<file path="src/light_sensor_defs.vh">
`ifndef LIGHT_SENSOR_DEFS_VH
`define LIGHT_SENSOR_DEFS_VH

// Register offsets
`define ADDR_INTERRUPT_STATUS    8'h00
`define ADDR_MAIN_CONFIGURATION  8'h01
`define ADDR_RECEIVER_CONFIG     8'h02
`define ADDR_RESULT_HIGH_BYTE    8'h04
`define ADDR_RESULT_LOW_BYTE     8'h05
`define ADDR_UPPER_THRESH_HIGH   8'h06
`define ADDR_UPPER_THRESH_LOW    8'h07
`define ADDR_LOWER_THRESH_HIGH   8'h08
`define ADDR_LOWER_THRESH_LOW    8'h09
`define ADDR_PERSIST_TIMER       8'h0A
`define ADDR_GREEN_GAIN_TRIM     8'h0F
`define ADDR_INFRARED_GAIN_TRIM  8'h10

// Reset values
`define RST_INTERRUPT_STATUS     8'h04
`define RST_MAIN_CONFIGURATION   8'h24
`define RST_RECEIVER_CONFIG      8'h00
`define RST_THRESHOLD            14'h0000
`define RST_PERSIST_TIMER        2'h0
`define RST_GREEN_GAIN_TRIM      8'h80
`define RST_INFRARED_GAIN_TRIM   8'h80

// Field positions
`define STATUS_AMBIENT_BIT       0
`define STATUS_POWER_UP_BIT      2
`define MAIN_ENABLE_BIT          0
`define MAIN_MODE_LSB            2
`define MAIN_TRIM_SEL_BIT        5
`define MAIN_WRITE_MASK          8'h2D
`define RECV_TIME_LSB            2
`define RESULT_OVERFLOW_BIT      6

// Operating modes
`define MODE_SHUTDOWN            2'h0
`define MODE_GREEN_MINUS_IR      2'h1
`define MODE_GREEN_ONLY          2'h2
`define MODE_INFRARED_ONLY       2'h3

// Persist counts: consecutive out-of-window readings needed
`define PERSIST_COUNT_0          5'h01
`define PERSIST_COUNT_1          5'h04
`define PERSIST_COUNT_2          5'h08
`define PERSIST_COUNT_3          5'h10

// Target address, low bit from the address select pin (arbitrary value)
`define TARGET_ADDR_BASE         7'h4A

`define RESULT_FULL_MASK         14'h3FFF

`endif

</file>
<file path="src/sync_two_stage.v">
module sync_two_stage #(
    parameter W = 1
) (
    // Clock and reset
    input  wire         i_clk,
    input  wire         i_resetn,
    // Asynchronous levels
    input  wire [W-1:0] i_async,
    output wire [W-1:0] o_sync
);
    reg [W-1:0] meta_q;
    reg [W-1:0] sync_q;

    // Idle bus lines rest high
    always @(posedge i_clk) begin
        if (!i_resetn) begin
            meta_q <= {W{1'b1}};
            sync_q <= {W{1'b1}};
        end else begin
            meta_q <= i_async;
            sync_q <= meta_q;
        end
    end

    assign o_sync = sync_q;
endmodule // sync_two_stage

</file>
<file path="src/window_persist.v">
`include "light_sensor_defs.vh"

module window_persist (
    // Clock and reset
    input  wire        i_clk,
    input  wire        i_resetn,
    // Configuration
    input  wire        i_enable,
    input  wire [13:0] i_upper_limit,
    input  wire [13:0] i_lower_limit,
    input  wire [1:0]  i_persist_count_sel,
    // Readings
    input  wire        i_sample_valid,
    input  wire [13:0] i_sample,
    input  wire        i_overflow,
    // Event
    output wire        o_event
);
    reg [4:0] count_q;
    reg       event_q;
    reg [4:0] target;
    wire      outside;

    always @* begin
        case (i_persist_count_sel)
            2'h0:    target = `PERSIST_COUNT_0;
            2'h1:    target = `PERSIST_COUNT_1;
            2'h2:    target = `PERSIST_COUNT_2;
            default: target = `PERSIST_COUNT_3;
        endcase
    end

    assign outside = (i_sample > i_upper_limit) || (i_sample < i_lower_limit);

    always @(posedge i_clk) begin
        if (!i_resetn) begin
            count_q <= 5'h00;
            event_q <= 1'b0;
        end else begin
            event_q <= 1'b0;
            if (!i_enable) begin
                count_q <= 5'h00;
            end else if (i_sample_valid) begin
                if (i_overflow) begin
                    event_q <= 1'b1;
                end
                if (outside) begin
                    if (count_q + 5'h01 >= target) begin
                        event_q <= 1'b1;
                        count_q <= 5'h00;
                    end else begin
                        count_q <= count_q + 5'h01;
                    end
                end else begin
                    count_q <= 5'h00;
                end
            end
        end
    end

    assign o_event = event_q;
endmodule // window_persist

</file>
<file path="src/light_sensor_register_bank.v">
`include "light_sensor_defs.vh"

module light_sensor_register_bank (
    // Clock and reset
    input  wire        i_clk,
    input  wire        i_resetn,
    // Serial bus pins
    input  wire        i_scl,
    input  wire        i_sda,
    output wire        o_sda,
    output wire        o_sda_oe,
    input  wire        i_addr_sel,
    // Interrupt pin, open drain
    output wire        o_irq_n,
    output wire        o_irq_oe,
    // Converter readings
    input  wire        i_sample_valid,
    input  wire [13:0] i_sample,
    input  wire        i_sample_overflow,
    // Settings to the front end
    output wire [1:0]  o_mode,
    output wire        o_trim_sel,
    output wire [1:0]  o_integration_time_sel,
    output wire [1:0]  o_front_gain_sel,
    output wire [6:0]  o_green_fine_gain,
    output wire [8:0]  o_infrared_fine_gain
);
    localparam [3:0] ST_IDLE      = 4'h0;
    localparam [3:0] ST_ADDR      = 4'h1;
    localparam [3:0] ST_ADDR_ACK  = 4'h2;
    localparam [3:0] ST_PTR       = 4'h3;
    localparam [3:0] ST_PTR_ACK   = 4'h4;
    localparam [3:0] ST_WDATA     = 4'h5;
    localparam [3:0] ST_WDATA_ACK = 4'h6;
    localparam [3:0] ST_RDATA     = 4'h7;
    localparam [3:0] ST_RDATA_ACK = 4'h8;
    localparam [7:0] RECV_RST     = `RST_RECEIVER_CONFIG;
    localparam [6:0] ADDR_BASE    = `TARGET_ADDR_BASE;

    // Synchronised pins
    wire [2:0]  pins_sync;
    wire        scl_s;
    wire        sda_s;
    wire        a0_s;
    reg         scl_prev_q;
    reg         sda_prev_q;
    wire        scl_rise;
    wire        scl_fall;
    wire        start_cond;
    wire        stop_cond;

    // Protocol engine
    reg  [3:0]  state_q;
    reg  [3:0]  bit_cnt_q;
    reg  [7:0]  shift_q;
    reg  [7:0]  tx_q;
    reg  [7:0]  ptr_q;
    reg         sda_oe_q;
    reg         nack_q;
    reg         freeze_q;
    reg         wr_stb_q;
    reg  [7:0]  wr_addr_q;
    reg  [7:0]  wr_data_q;
    reg         rd_status_q;
    wire [6:0]  my_addr;

    // Register file
    reg         power_up_flag_q;
    reg         ambient_irq_flag_q;
    reg  [7:0]  main_cfg_q;
    reg  [1:0]  integration_time_sel_q;
    reg  [1:0]  front_gain_sel_q;
    reg  [13:0] upper_limit_q;
    reg  [13:0] lower_limit_q;
    reg  [1:0]  persist_count_sel_q;
    reg  [7:0]  green_trim_q;
    reg  [7:0]  infrared_trim_q;
    reg  [13:0] light_result_q;
    reg         overflow_flag_q;
    reg  [13:0] pend_result_q;
    reg         pend_overflow_q;
    reg         pend_valid_q;
    reg         irq_oe_q;
    reg  [7:0]  rd_byte;
    wire [13:0] res_mask;
    wire [13:0] masked_sample;
    wire        ambient_event;
    wire        ambient_irq_enable;
    wire        wr_main_enable_low;

    sync_two_stage #(
        .W (3)
    ) u_pin_sync (
        .i_clk    (i_clk),
        .i_resetn (i_resetn),
        .i_async  ({i_addr_sel, i_sda, i_scl}),
        .o_sync   (pins_sync)
    );

    assign scl_s = pins_sync[0];
    assign sda_s = pins_sync[1];
    assign a0_s  = pins_sync[2];

    always @(posedge i_clk) begin
        if (!i_resetn) begin
            scl_prev_q <= 1'b1;
            sda_prev_q <= 1'b1;
        end else begin
            scl_prev_q <= scl_s;
            sda_prev_q <= sda_s;
        end
    end

    assign scl_rise   = scl_s & ~scl_prev_q;
    assign scl_fall   = ~scl_s & scl_prev_q;
    assign start_cond = scl_s & scl_prev_q & sda_prev_q & ~sda_s;
    assign stop_cond  = scl_s & scl_prev_q & ~sda_prev_q & sda_s;
    assign my_addr    = {ADDR_BASE[6:1], a0_s};

    // Read data mux; unmapped offsets read zero
    always @* begin
        case (ptr_q)
            `ADDR_INTERRUPT_STATUS:
                rd_byte = {5'h00, power_up_flag_q, 1'b0, ambient_irq_flag_q};
            `ADDR_MAIN_CONFIGURATION: rd_byte = main_cfg_q;
            `ADDR_RECEIVER_CONFIG:
                rd_byte = {4'h0, integration_time_sel_q, front_gain_sel_q};
            `ADDR_RESULT_HIGH_BYTE:
                rd_byte = {1'b0, overflow_flag_q, light_result_q[13:8]};
            `ADDR_RESULT_LOW_BYTE:    rd_byte = light_result_q[7:0];
            `ADDR_UPPER_THRESH_HIGH:  rd_byte = {2'h0, upper_limit_q[13:8]};
            `ADDR_UPPER_THRESH_LOW:   rd_byte = upper_limit_q[7:0];
            `ADDR_LOWER_THRESH_HIGH:  rd_byte = {2'h0, lower_limit_q[13:8]};
            `ADDR_LOWER_THRESH_LOW:   rd_byte = lower_limit_q[7:0];
            `ADDR_PERSIST_TIMER:      rd_byte = {6'h00, persist_count_sel_q};
            `ADDR_GREEN_GAIN_TRIM:    rd_byte = green_trim_q;
            `ADDR_INFRARED_GAIN_TRIM: rd_byte = infrared_trim_q;
            default:                  rd_byte = 8'h00;
        endcase
    end

    // Serial protocol engine; shifts on SCL rise, drives on SCL fall
    always @(posedge i_clk) begin
        if (!i_resetn) begin
            state_q     <= ST_IDLE;
            bit_cnt_q   <= 4'h0;
            shift_q     <= 8'h00;
            tx_q        <= 8'h00;
            ptr_q       <= 8'h00;
            sda_oe_q    <= 1'b0;
            nack_q      <= 1'b0;
            freeze_q    <= 1'b0;
            wr_stb_q    <= 1'b0;
            wr_addr_q   <= 8'h00;
            wr_data_q   <= 8'h00;
            rd_status_q <= 1'b0;
        end else begin
            wr_stb_q    <= 1'b0;
            rd_status_q <= 1'b0;
            if (stop_cond) begin
                state_q  <= ST_IDLE;
                sda_oe_q <= 1'b0;
                freeze_q <= 1'b0;
            end else if (start_cond) begin
                state_q   <= ST_ADDR;
                bit_cnt_q <= 4'h0;
                sda_oe_q  <= 1'b0;
            end else if (scl_rise) begin
                case (state_q)
                    ST_ADDR, ST_PTR, ST_WDATA: begin
                        shift_q   <= {shift_q[6:0], sda_s};
                        bit_cnt_q <= bit_cnt_q + 4'h1;
                    end
                    ST_RDATA: bit_cnt_q <= bit_cnt_q + 4'h1;
                    ST_RDATA_ACK: nack_q <= sda_s;
                    default: ;
                endcase
            end else if (scl_fall) begin
                case (state_q)
                    ST_ADDR: begin
                        if (bit_cnt_q == 4'h8) begin
                            if (shift_q[7:1] == my_addr) begin
                                sda_oe_q <= 1'b1;
                                nack_q   <= 1'b0;
                                state_q  <= ST_ADDR_ACK;
                                if (shift_q[0]) begin
                                    freeze_q <= 1'b1;
                                end
                            end else begin
                                state_q <= ST_IDLE;
                            end
                        end
                    end
                    ST_ADDR_ACK, ST_RDATA_ACK: begin
                        bit_cnt_q <= 4'h0;
                        if (nack_q) begin
                            sda_oe_q <= 1'b0;
                            state_q  <= ST_IDLE;
                        end else if (state_q == ST_RDATA_ACK || shift_q[0]) begin
                            tx_q     <= rd_byte;
                            sda_oe_q <= ~rd_byte[7];
                            ptr_q    <= ptr_q + 8'h01;
                            state_q  <= ST_RDATA;
                            if (ptr_q == `ADDR_INTERRUPT_STATUS) begin
                                rd_status_q <= 1'b1;
                            end
                        end else begin
                            sda_oe_q <= 1'b0;
                            state_q  <= ST_PTR;
                        end
                    end
                    ST_PTR: begin
                        if (bit_cnt_q == 4'h8) begin
                            ptr_q    <= shift_q;
                            sda_oe_q <= 1'b1;
                            state_q  <= ST_PTR_ACK;
                        end
                    end
                    ST_WDATA: begin
                        if (bit_cnt_q == 4'h8) begin
                            wr_stb_q  <= 1'b1;
                            wr_addr_q <= ptr_q;
                            wr_data_q <= shift_q;
                            sda_oe_q  <= 1'b1;
                            state_q   <= ST_WDATA_ACK;
                        end
                    end
                    ST_PTR_ACK, ST_WDATA_ACK: begin
                        sda_oe_q  <= 1'b0;
                        bit_cnt_q <= 4'h0;
                        if (state_q == ST_WDATA_ACK) begin
                            ptr_q <= ptr_q + 8'h01;
                        end
                        state_q <= ST_WDATA;
                    end
                    ST_RDATA: begin
                        if (bit_cnt_q == 4'h8) begin
                            sda_oe_q <= 1'b0;
                            state_q  <= ST_RDATA_ACK;
                        end else begin
                            tx_q     <= {tx_q[6:0], 1'b0};
                            sda_oe_q <= ~tx_q[6];
                        end
                    end
                    default: ;
                endcase
            end
        end
    end

    assign ambient_irq_enable = main_cfg_q[`MAIN_ENABLE_BIT];
    assign wr_main_enable_low = wr_stb_q
        && (wr_addr_q == `ADDR_MAIN_CONFIGURATION)
        && !wr_data_q[`MAIN_ENABLE_BIT];

    // Host-writable registers
    always @(posedge i_clk) begin
        if (!i_resetn) begin
            main_cfg_q             <= `RST_MAIN_CONFIGURATION;
            integration_time_sel_q <= RECV_RST[3:2];
            front_gain_sel_q       <= RECV_RST[1:0];
            upper_limit_q          <= `RST_THRESHOLD;
            lower_limit_q          <= `RST_THRESHOLD;
            persist_count_sel_q    <= `RST_PERSIST_TIMER;
            green_trim_q           <= `RST_GREEN_GAIN_TRIM;
            infrared_trim_q        <= `RST_INFRARED_GAIN_TRIM;
        end else if (wr_stb_q) begin
            case (wr_addr_q)
                `ADDR_MAIN_CONFIGURATION:
                    main_cfg_q <= wr_data_q & `MAIN_WRITE_MASK;
                `ADDR_RECEIVER_CONFIG: begin
                    integration_time_sel_q <= wr_data_q[3:2];
                    front_gain_sel_q       <= wr_data_q[1:0];
                end
                `ADDR_UPPER_THRESH_HIGH: upper_limit_q[13:8] <= wr_data_q[5:0];
                `ADDR_UPPER_THRESH_LOW:  upper_limit_q[7:0]  <= wr_data_q;
                `ADDR_LOWER_THRESH_HIGH: lower_limit_q[13:8] <= wr_data_q[5:0];
                `ADDR_LOWER_THRESH_LOW:  lower_limit_q[7:0]  <= wr_data_q;
                `ADDR_PERSIST_TIMER: persist_count_sel_q <= wr_data_q[1:0];
                `ADDR_GREEN_GAIN_TRIM:    green_trim_q    <= wr_data_q;
                `ADDR_INFRARED_GAIN_TRIM: infrared_trim_q <= wr_data_q;
                default: ;
            endcase
        end
    end

    // Resolution follows integration time: 14, 12, 10 or 8 bits
    assign res_mask = `RESULT_FULL_MASK >> {integration_time_sel_q, 1'b0};
    assign masked_sample = i_sample & res_mask;

    // Readings held back while a read is open, applied after stop
    always @(posedge i_clk) begin
        if (!i_resetn) begin
            light_result_q  <= 14'h0000;
            overflow_flag_q <= 1'b0;
            pend_result_q   <= 14'h0000;
            pend_overflow_q <= 1'b0;
            pend_valid_q    <= 1'b0;
        end else if (freeze_q) begin
            if (i_sample_valid && o_mode != `MODE_SHUTDOWN) begin
                pend_result_q   <= masked_sample;
                pend_overflow_q <= i_sample_overflow;
                pend_valid_q    <= 1'b1;
            end
        end else if (i_sample_valid && o_mode != `MODE_SHUTDOWN) begin
            light_result_q  <= masked_sample;
            overflow_flag_q <= i_sample_overflow;
            pend_valid_q    <= 1'b0;
        end else if (pend_valid_q) begin
            light_result_q  <= pend_result_q;
            overflow_flag_q <= pend_overflow_q;
            pend_valid_q    <= 1'b0;
        end
    end

    window_persist u_window_persist (
        .i_clk               (i_clk),
        .i_resetn            (i_resetn),
        .i_enable            (ambient_irq_enable),
        .i_upper_limit       (upper_limit_q),
        .i_lower_limit       (lower_limit_q),
        .i_persist_count_sel (persist_count_sel_q),
        .i_sample_valid      (i_sample_valid && o_mode != `MODE_SHUTDOWN),
        .i_sample            (masked_sample),
        .i_overflow          (i_sample_overflow),
        .o_event             (ambient_event)
    );

    // Status flags; a new event beats a same-cycle read clear
    always @(posedge i_clk) begin
        if (!i_resetn) begin
            power_up_flag_q    <= 1'b1;
            ambient_irq_flag_q <= 1'b0;
            irq_oe_q           <= 1'b0;
        end else begin
            if (rd_status_q) begin
                power_up_flag_q <= 1'b0;
            end
            if (!ambient_irq_enable || wr_main_enable_low) begin
                ambient_irq_flag_q <= 1'b0;
            end else if (ambient_event) begin
                ambient_irq_flag_q <= 1'b1;
            end else if (rd_status_q) begin
                ambient_irq_flag_q <= 1'b0;
            end
            irq_oe_q <= power_up_flag_q | ambient_irq_flag_q;
        end
    end

    assign o_sda                  = 1'b0;
    assign o_sda_oe               = sda_oe_q;
    assign o_irq_n                = 1'b0;
    assign o_irq_oe               = irq_oe_q;
    assign o_mode                 = main_cfg_q[`MAIN_MODE_LSB+1:`MAIN_MODE_LSB];
    assign o_trim_sel             = main_cfg_q[`MAIN_TRIM_SEL_BIT];
    assign o_integration_time_sel = integration_time_sel_q;
    assign o_front_gain_sel       = front_gain_sel_q;
    assign o_green_fine_gain      = green_trim_q[7:1];
    assign o_infrared_fine_gain   = {infrared_trim_q, green_trim_q[0]};
endmodule // light_sensor_register_bank

</file>
<file path="config.mk">
export PLATFORM = sky130hd
export DESIGN_NAME = light_sensor_register_bank
export DESIGN_NICKNAME = d
export VERILOG_FILES = /design/src/sync_two_stage.v /design/src/window_persist.v /design/src/light_sensor_register_bank.v
export VERILOG_INCLUDE_DIRS = /design/src
export SDC_FILE = /design/constraint.sdc
export NUM_CORES = 1
export LEC_CHECK = 0
export BUFFER_PORTS_ARGS = -buffer_cell sky130_fd_sc_hd__clkbuf_2
export CAP_MARGIN = 20
export CORE_MARGIN = 3
export CORE_UTILIZATION = 55
export DETAILED_ROUTE_END_ITERATION = 12
export PLACE_DENSITY_LB_ADDON = 0.25
export SYNTH_ARGS = -nofsm -noshare
export SYNTH_HDL_FRONTEND = slang
export SYNTH_SLANG_ARGS = --single-unit
</file>
<file path="constraint.sdc">
create_clock -name i_clk -period 2.3 [get_ports i_clk]
set_input_delay 0.115 -clock i_clk [delete_from_list [all_inputs] [get_ports i_clk]]
set_output_delay 0.115 -clock i_clk [all_outputs]
set_load 0.05 [all_outputs]
</file>
==> tab_implementation.tex <==
\begin{tabular}{lr}
\hline
Metric & Value \\
\hline
\multicolumn{2}{l}{\textbf{Floorplan}} \\
Die span in y & between 100 and 150 um \\
Die Footprint & approximately 0.017 mm2 \\
Site row count & 44 \\
Number of top-level design ports & 48 \\
Floorplan die width & roughly 130 um \\
Initial cell density of the core & 0.566 \\
Placeable Area & around 0.015 mm2 \\
\multicolumn{2}{l}{\textbf{Power}} \\
Sum of internal, switching and leakage power & about 0.006 W \\
Max rail drop VDD & between 0.7 and 0.8 mV \\
Pwr per Cell Area & $\sim$640 mW/mm2 \\
Leak pwr & roughly 4.0 nW \\
\multicolumn{2}{l}{\textbf{Placed design}} \\
Weighted congestion at the end of routability-driven global placement & approximately 0.94 \\
Port bufs & 45 \\
Post-Place Worst Slack & approximately 0.12 ns \\
Placed Instance Area & 0.00870 mm2 \\
Post-detail-place hpwl & between 15 and 20 mm \\
Placed instance count & 1197 \\
\multicolumn{2}{l}{\textbf{Synthesis}} \\
Avg Inst Size Synth & approximately 8.3 um2 \\
Distinct cells, synth & 85 \\
Leading register cell type out of synthesis & sky130\_fd\_sc\_hd\_\_dfxtp\_1 \\
Number of standard cells after synthesis & between 900 and 1000 \\
Yosys reg bits & approximately 150 \\
Area fraction of the dominant cell type after synthesis & 0.374 \\
Syn. warnings & 0 \\
Count of flip-flops with a built-in enable after synthesis & 0 \\
Combined area of all synthesized cells & 0.00825 mm2 \\
Sequential cell area fraction in the yosys report & 0.374 \\
Cell type contributing the most total cell area after synthesis & sky130\_fd\_sc\_hd\_\_dfxtp\_1 \\
Most area-consuming cells after synthesis & sky130\_fd\_sc\_hd\_\_dfxtp\_1 (37\%), sky130\_fd\_sc\_hd\_\_mux2i\_1 (9.6\%), sky130\_fd\_sc\_hd\_\_nand2\_1 (6.0\%), sky130\_fd\_sc\_hd\_\_ha\_1 (5.9\%), sky130\_fd\_sc\_hd\_\_nor2\_1 (5.8\%) \\
FFs w/ async S/R, synth & 0 \\
\multicolumn{2}{l}{\textbf{Drt}} \\
Total iterations of the first detailed-routing run & 6 \\
Via Count & around 7500 \\
Post-route ant nets & 0 \\
DRT iter0 DRCs & between 700 and 800 \\
Vias per cell & about 6.1 \\
DRC violation count after routing & 0 \\
Routed length per instance & 19.0 um \\
WL final & 23.5 mm \\
\multicolumn{2}{l}{\textbf{Global routing}} \\
Vias in the first global route & 7162 \\
Wire length of the first global-routing pass & 37.8 mm \\
Pin count of the biggest net entering global routing & 49 \\
GRT Resource Usage Total & 0.291 \\
Global route total overflow & 0 \\
Number of antenna violations at the first check in global routing & 0 \\
\multicolumn{2}{l}{\textbf{STA}} \\
Share of the clock period used by the worst path after layout & 0.939 \\
Max-slew violation total from the final report & 0 \\
Worst Max-Slew Pin Slew & 0.635 ns \\
Final hold violation count & 0 \\
Unrepaired setup endpoints after global routing & no \\
Least setup slack across all paths after layout & between 0.1 and 0.15 ns \\
Count of endpoints failing setup in the final report & 0 \\
Worst Clk Skew & 0.0120 ns \\
Slew headroom & 0.575 \\
Clock period minus worst slack & roughly 2.2 ns \\
Sum of negative setup slack & 0 ns \\
Peak Freq & 463 MHz \\
\multicolumn{2}{l}{\textbf{Flow run}} \\
Max Cap Viol & 0 \\
\multicolumn{2}{l}{\textbf{Clocking}} \\
Clock transition at the register clock pins on the worst setup and hold paths after CTS & roughly 0.06 ns \\
Clock tree root buffer cell & sky130\_fd\_sc\_hd\_\_clkbuf\_16 \\
Total clock buffers created by CTS & 17 \\
Clock network latency to the later pin of the worst-skew pair & 0.43 ns \\
Number of sinks on the clock net & $\sim$150 \\
Clock tree from TritonCTS & yes \\
CTS H-tree depth & 4 \\
CTS max path bufs & 2 \\
\multicolumn{2}{l}{\textbf{Setup path}} \\
Type of element launching the critical path & register \\
Depth of the worst register-to-register path & 6 \\
Endpoint kind of the worst setup timing path & register \\
Max FO, Critical Path & 11 \\
Data required, critical path & roughly 2.7 ns \\
Worst endpoint data arrival time & roughly 2.5 ns \\
Crit Path Category & register to register \\
\multicolumn{2}{l}{\textbf{Worst hold path}} \\
Hold Path Depth & 3 \\
Class of the worst hold path & primary input to register \\
\multicolumn{2}{l}{\textbf{Finish}} \\
Number of non-filler instances in the completed layout & 1239 \\
Number of antenna repair diodes & 0 \\
Share of cells above drive strength 1 & 0.147 \\
Cell area after layout & about 0.0095 mm2 \\
Area grow syn2layout & 14.6\% \\
Final Net Count & 1102 \\
\multicolumn{2}{l}{\textbf{Status}} \\
Outcome & complete, no violations \\
\hline
\end{tabular}
## worst max-delay path, stage by stage, from the launching register on
cell and delay (ns):
sky130_fd_sc_hd__dfxtp_1 0.38, sky130_fd_sc_hd__nor4_4 0.45, sky130_fd_sc_hd__and2_1 0.51, sky130_fd_sc_hd__a22oi_1 0.13
sky130_fd_sc_hd__a21oi_1 0.33, sky130_fd_sc_hd__a2111oi_4 0.12, sky130_fd_sc_hd__nor3_2 0.16
## path summary, 6_finish.rpt
path	endpoint	from	slack [ns]
worst max-delay path	tx_q[2]	ptr_q[7]	0.14
worst min-delay path	pend_result_q[4]	i_sample[4]	0.03
worst max register to register	tx_q[2]	ptr_q[7]	0.14
worst min register to register	u_pin_sync.o_sync[1]	u_pin_sync.meta_q[1]	0.41
## timing repair
item,CTS,global route
hold buffers,8,0
endpoints found under the setup margin,0,8
hold endpoints to repair,9,0
buffers inserted,0,2
resized for setup,0,7
## state kept, by name (all words and copies together), names as in the netlist, 14 cells and up
| register | cells |
|---|---|
| pend_result_q | 14 |
| lower_limit_q | 14 |
| light_result_q | 14 |
| upper_limit_q | 14 |
## synthesized netlist by cell type, types with 6 or more instances
library cell,count
sky130_fd_sc_hd__nand2b_1,15
sky130_fd_sc_hd__o211ai_1,9
sky130_fd_sc_hd__nor2_1,127
sky130_fd_sc_hd__a21oi_1,72
sky130_fd_sc_hd__a311oi_1,11
sky130_fd_sc_hd__nand4_1,8
sky130_fd_sc_hd__o2111ai_1,6
sky130_fd_sc_hd__nor2b_1,16
sky130_fd_sc_hd__o21ai_0,20
sky130_fd_sc_hd__clkbuf_1,39
sky130_fd_sc_hd__nand2_1,131
sky130_fd_sc_hd__a211oi_1,10
sky130_fd_sc_hd__nand3b_1,6
sky130_fd_sc_hd__a31oi_1,8
sky130_fd_sc_hd__nand3_1,30
sky130_fd_sc_hd__mux2i_1,79
sky130_fd_sc_hd__o22ai_1,8
sky130_fd_sc_hd__o32ai_1,6
sky130_fd_sc_hd__ha_1,39
sky130_fd_sc_hd__inv_1,44
sky130_fd_sc_hd__dfxtp_1,154
sky130_fd_sc_hd__nor3_1,19
sky130_fd_sc_hd__buf_2,12
sky130_fd_sc_hd__a22oi_1,17
## layout by cell type (no fill, tap or decap), types with 5 or more instances in the layout
master	instances
sky130_fd_sc_hd__a211oi_1	9
sky130_fd_sc_hd__a21oi_1	71
sky130_fd_sc_hd__a22oi_1	17
sky130_fd_sc_hd__a311oi_1	11
sky130_fd_sc_hd__a31oi_1	8
sky130_fd_sc_hd__and2_1	5
sky130_fd_sc_hd__buf_4	39
sky130_fd_sc_hd__clkbuf_16	17
sky130_fd_sc_hd__clkbuf_2	45
sky130_fd_sc_hd__dfxtp_1	151
sky130_fd_sc_hd__dlygate4sd3_1	8
sky130_fd_sc_hd__ha_1	39
sky130_fd_sc_hd__inv_1	44
sky130_fd_sc_hd__mux2i_1	79
sky130_fd_sc_hd__nand2_1	131
sky130_fd_sc_hd__nand2b_1	15
sky130_fd_sc_hd__nand3_1	30
sky130_fd_sc_hd__nand3b_1	6
sky130_fd_sc_hd__nand4_1	8
sky130_fd_sc_hd__nor2_1	126
sky130_fd_sc_hd__nor2b_1	15
sky130_fd_sc_hd__nor3_1	19
sky130_fd_sc_hd__o2111ai_1	6
sky130_fd_sc_hd__o211ai_1	9
sky130_fd_sc_hd__o21a_1	5
sky130_fd_sc_hd__o21ai_0	19
sky130_fd_sc_hd__o22ai_1	8
sky130_fd_sc_hd__o32ai_1	6
## cells by family (layout without fill, tap and decap cells)
kind of cell,after synthesis,in the layout,synth area share
mux,79,79,0.0958
buf+inv,109,170,0.0584
flops,154,154,0.374
xor+xnor,7,7,0.00834
other cells,1,2,0.000454
fa+ha+maj,39,39,0.0591
compound gates,206,206,0.172
simple gates,398,398,0.232
## cell type report
type                    count  area (um2)
clock buffers              19         453
flip-flops and latches    154        3090
clock inverters            13         179
multi-input cells         731        4720
fillers                  1249        5130
well taps                 184         230
repair buffers             93         618
inverters                  45         170
## per-layer routing
metal / global-route usage / vias to the layer above / share of wire
li1: - / 3598 / -
met1: 0.395 / 3521 / 0.44
met2: 0.459 / 349 / 0.46
met3: 0.0565 / 56 / 0.079
met4: 0.109 / 0 / 0.029
met5: 0 / - / 0
## through the flow
stage | hold slack, ns | utilization
3_3_place_gp | 0.296 | 0.596
4_1_cts | 0.0168 | 0.645
5_1_grt | 0.0198 | 0.648
6_report | 0.0274 | 0.648
2_1_floorplan | 0.216 | -
3_5_place_dp | 0.299 | 0.596
## where the power goes
part / internal (W) / switching [W] / total, W
logic: 0.000106 / 0.000192 / 0.000299
registers: 0.00269 / 0.0000204 / 0.00271
clock network: 0.00180 / 0.00120 / 0.00300
No activity file was read; power rests on OpenSTA's default activity.
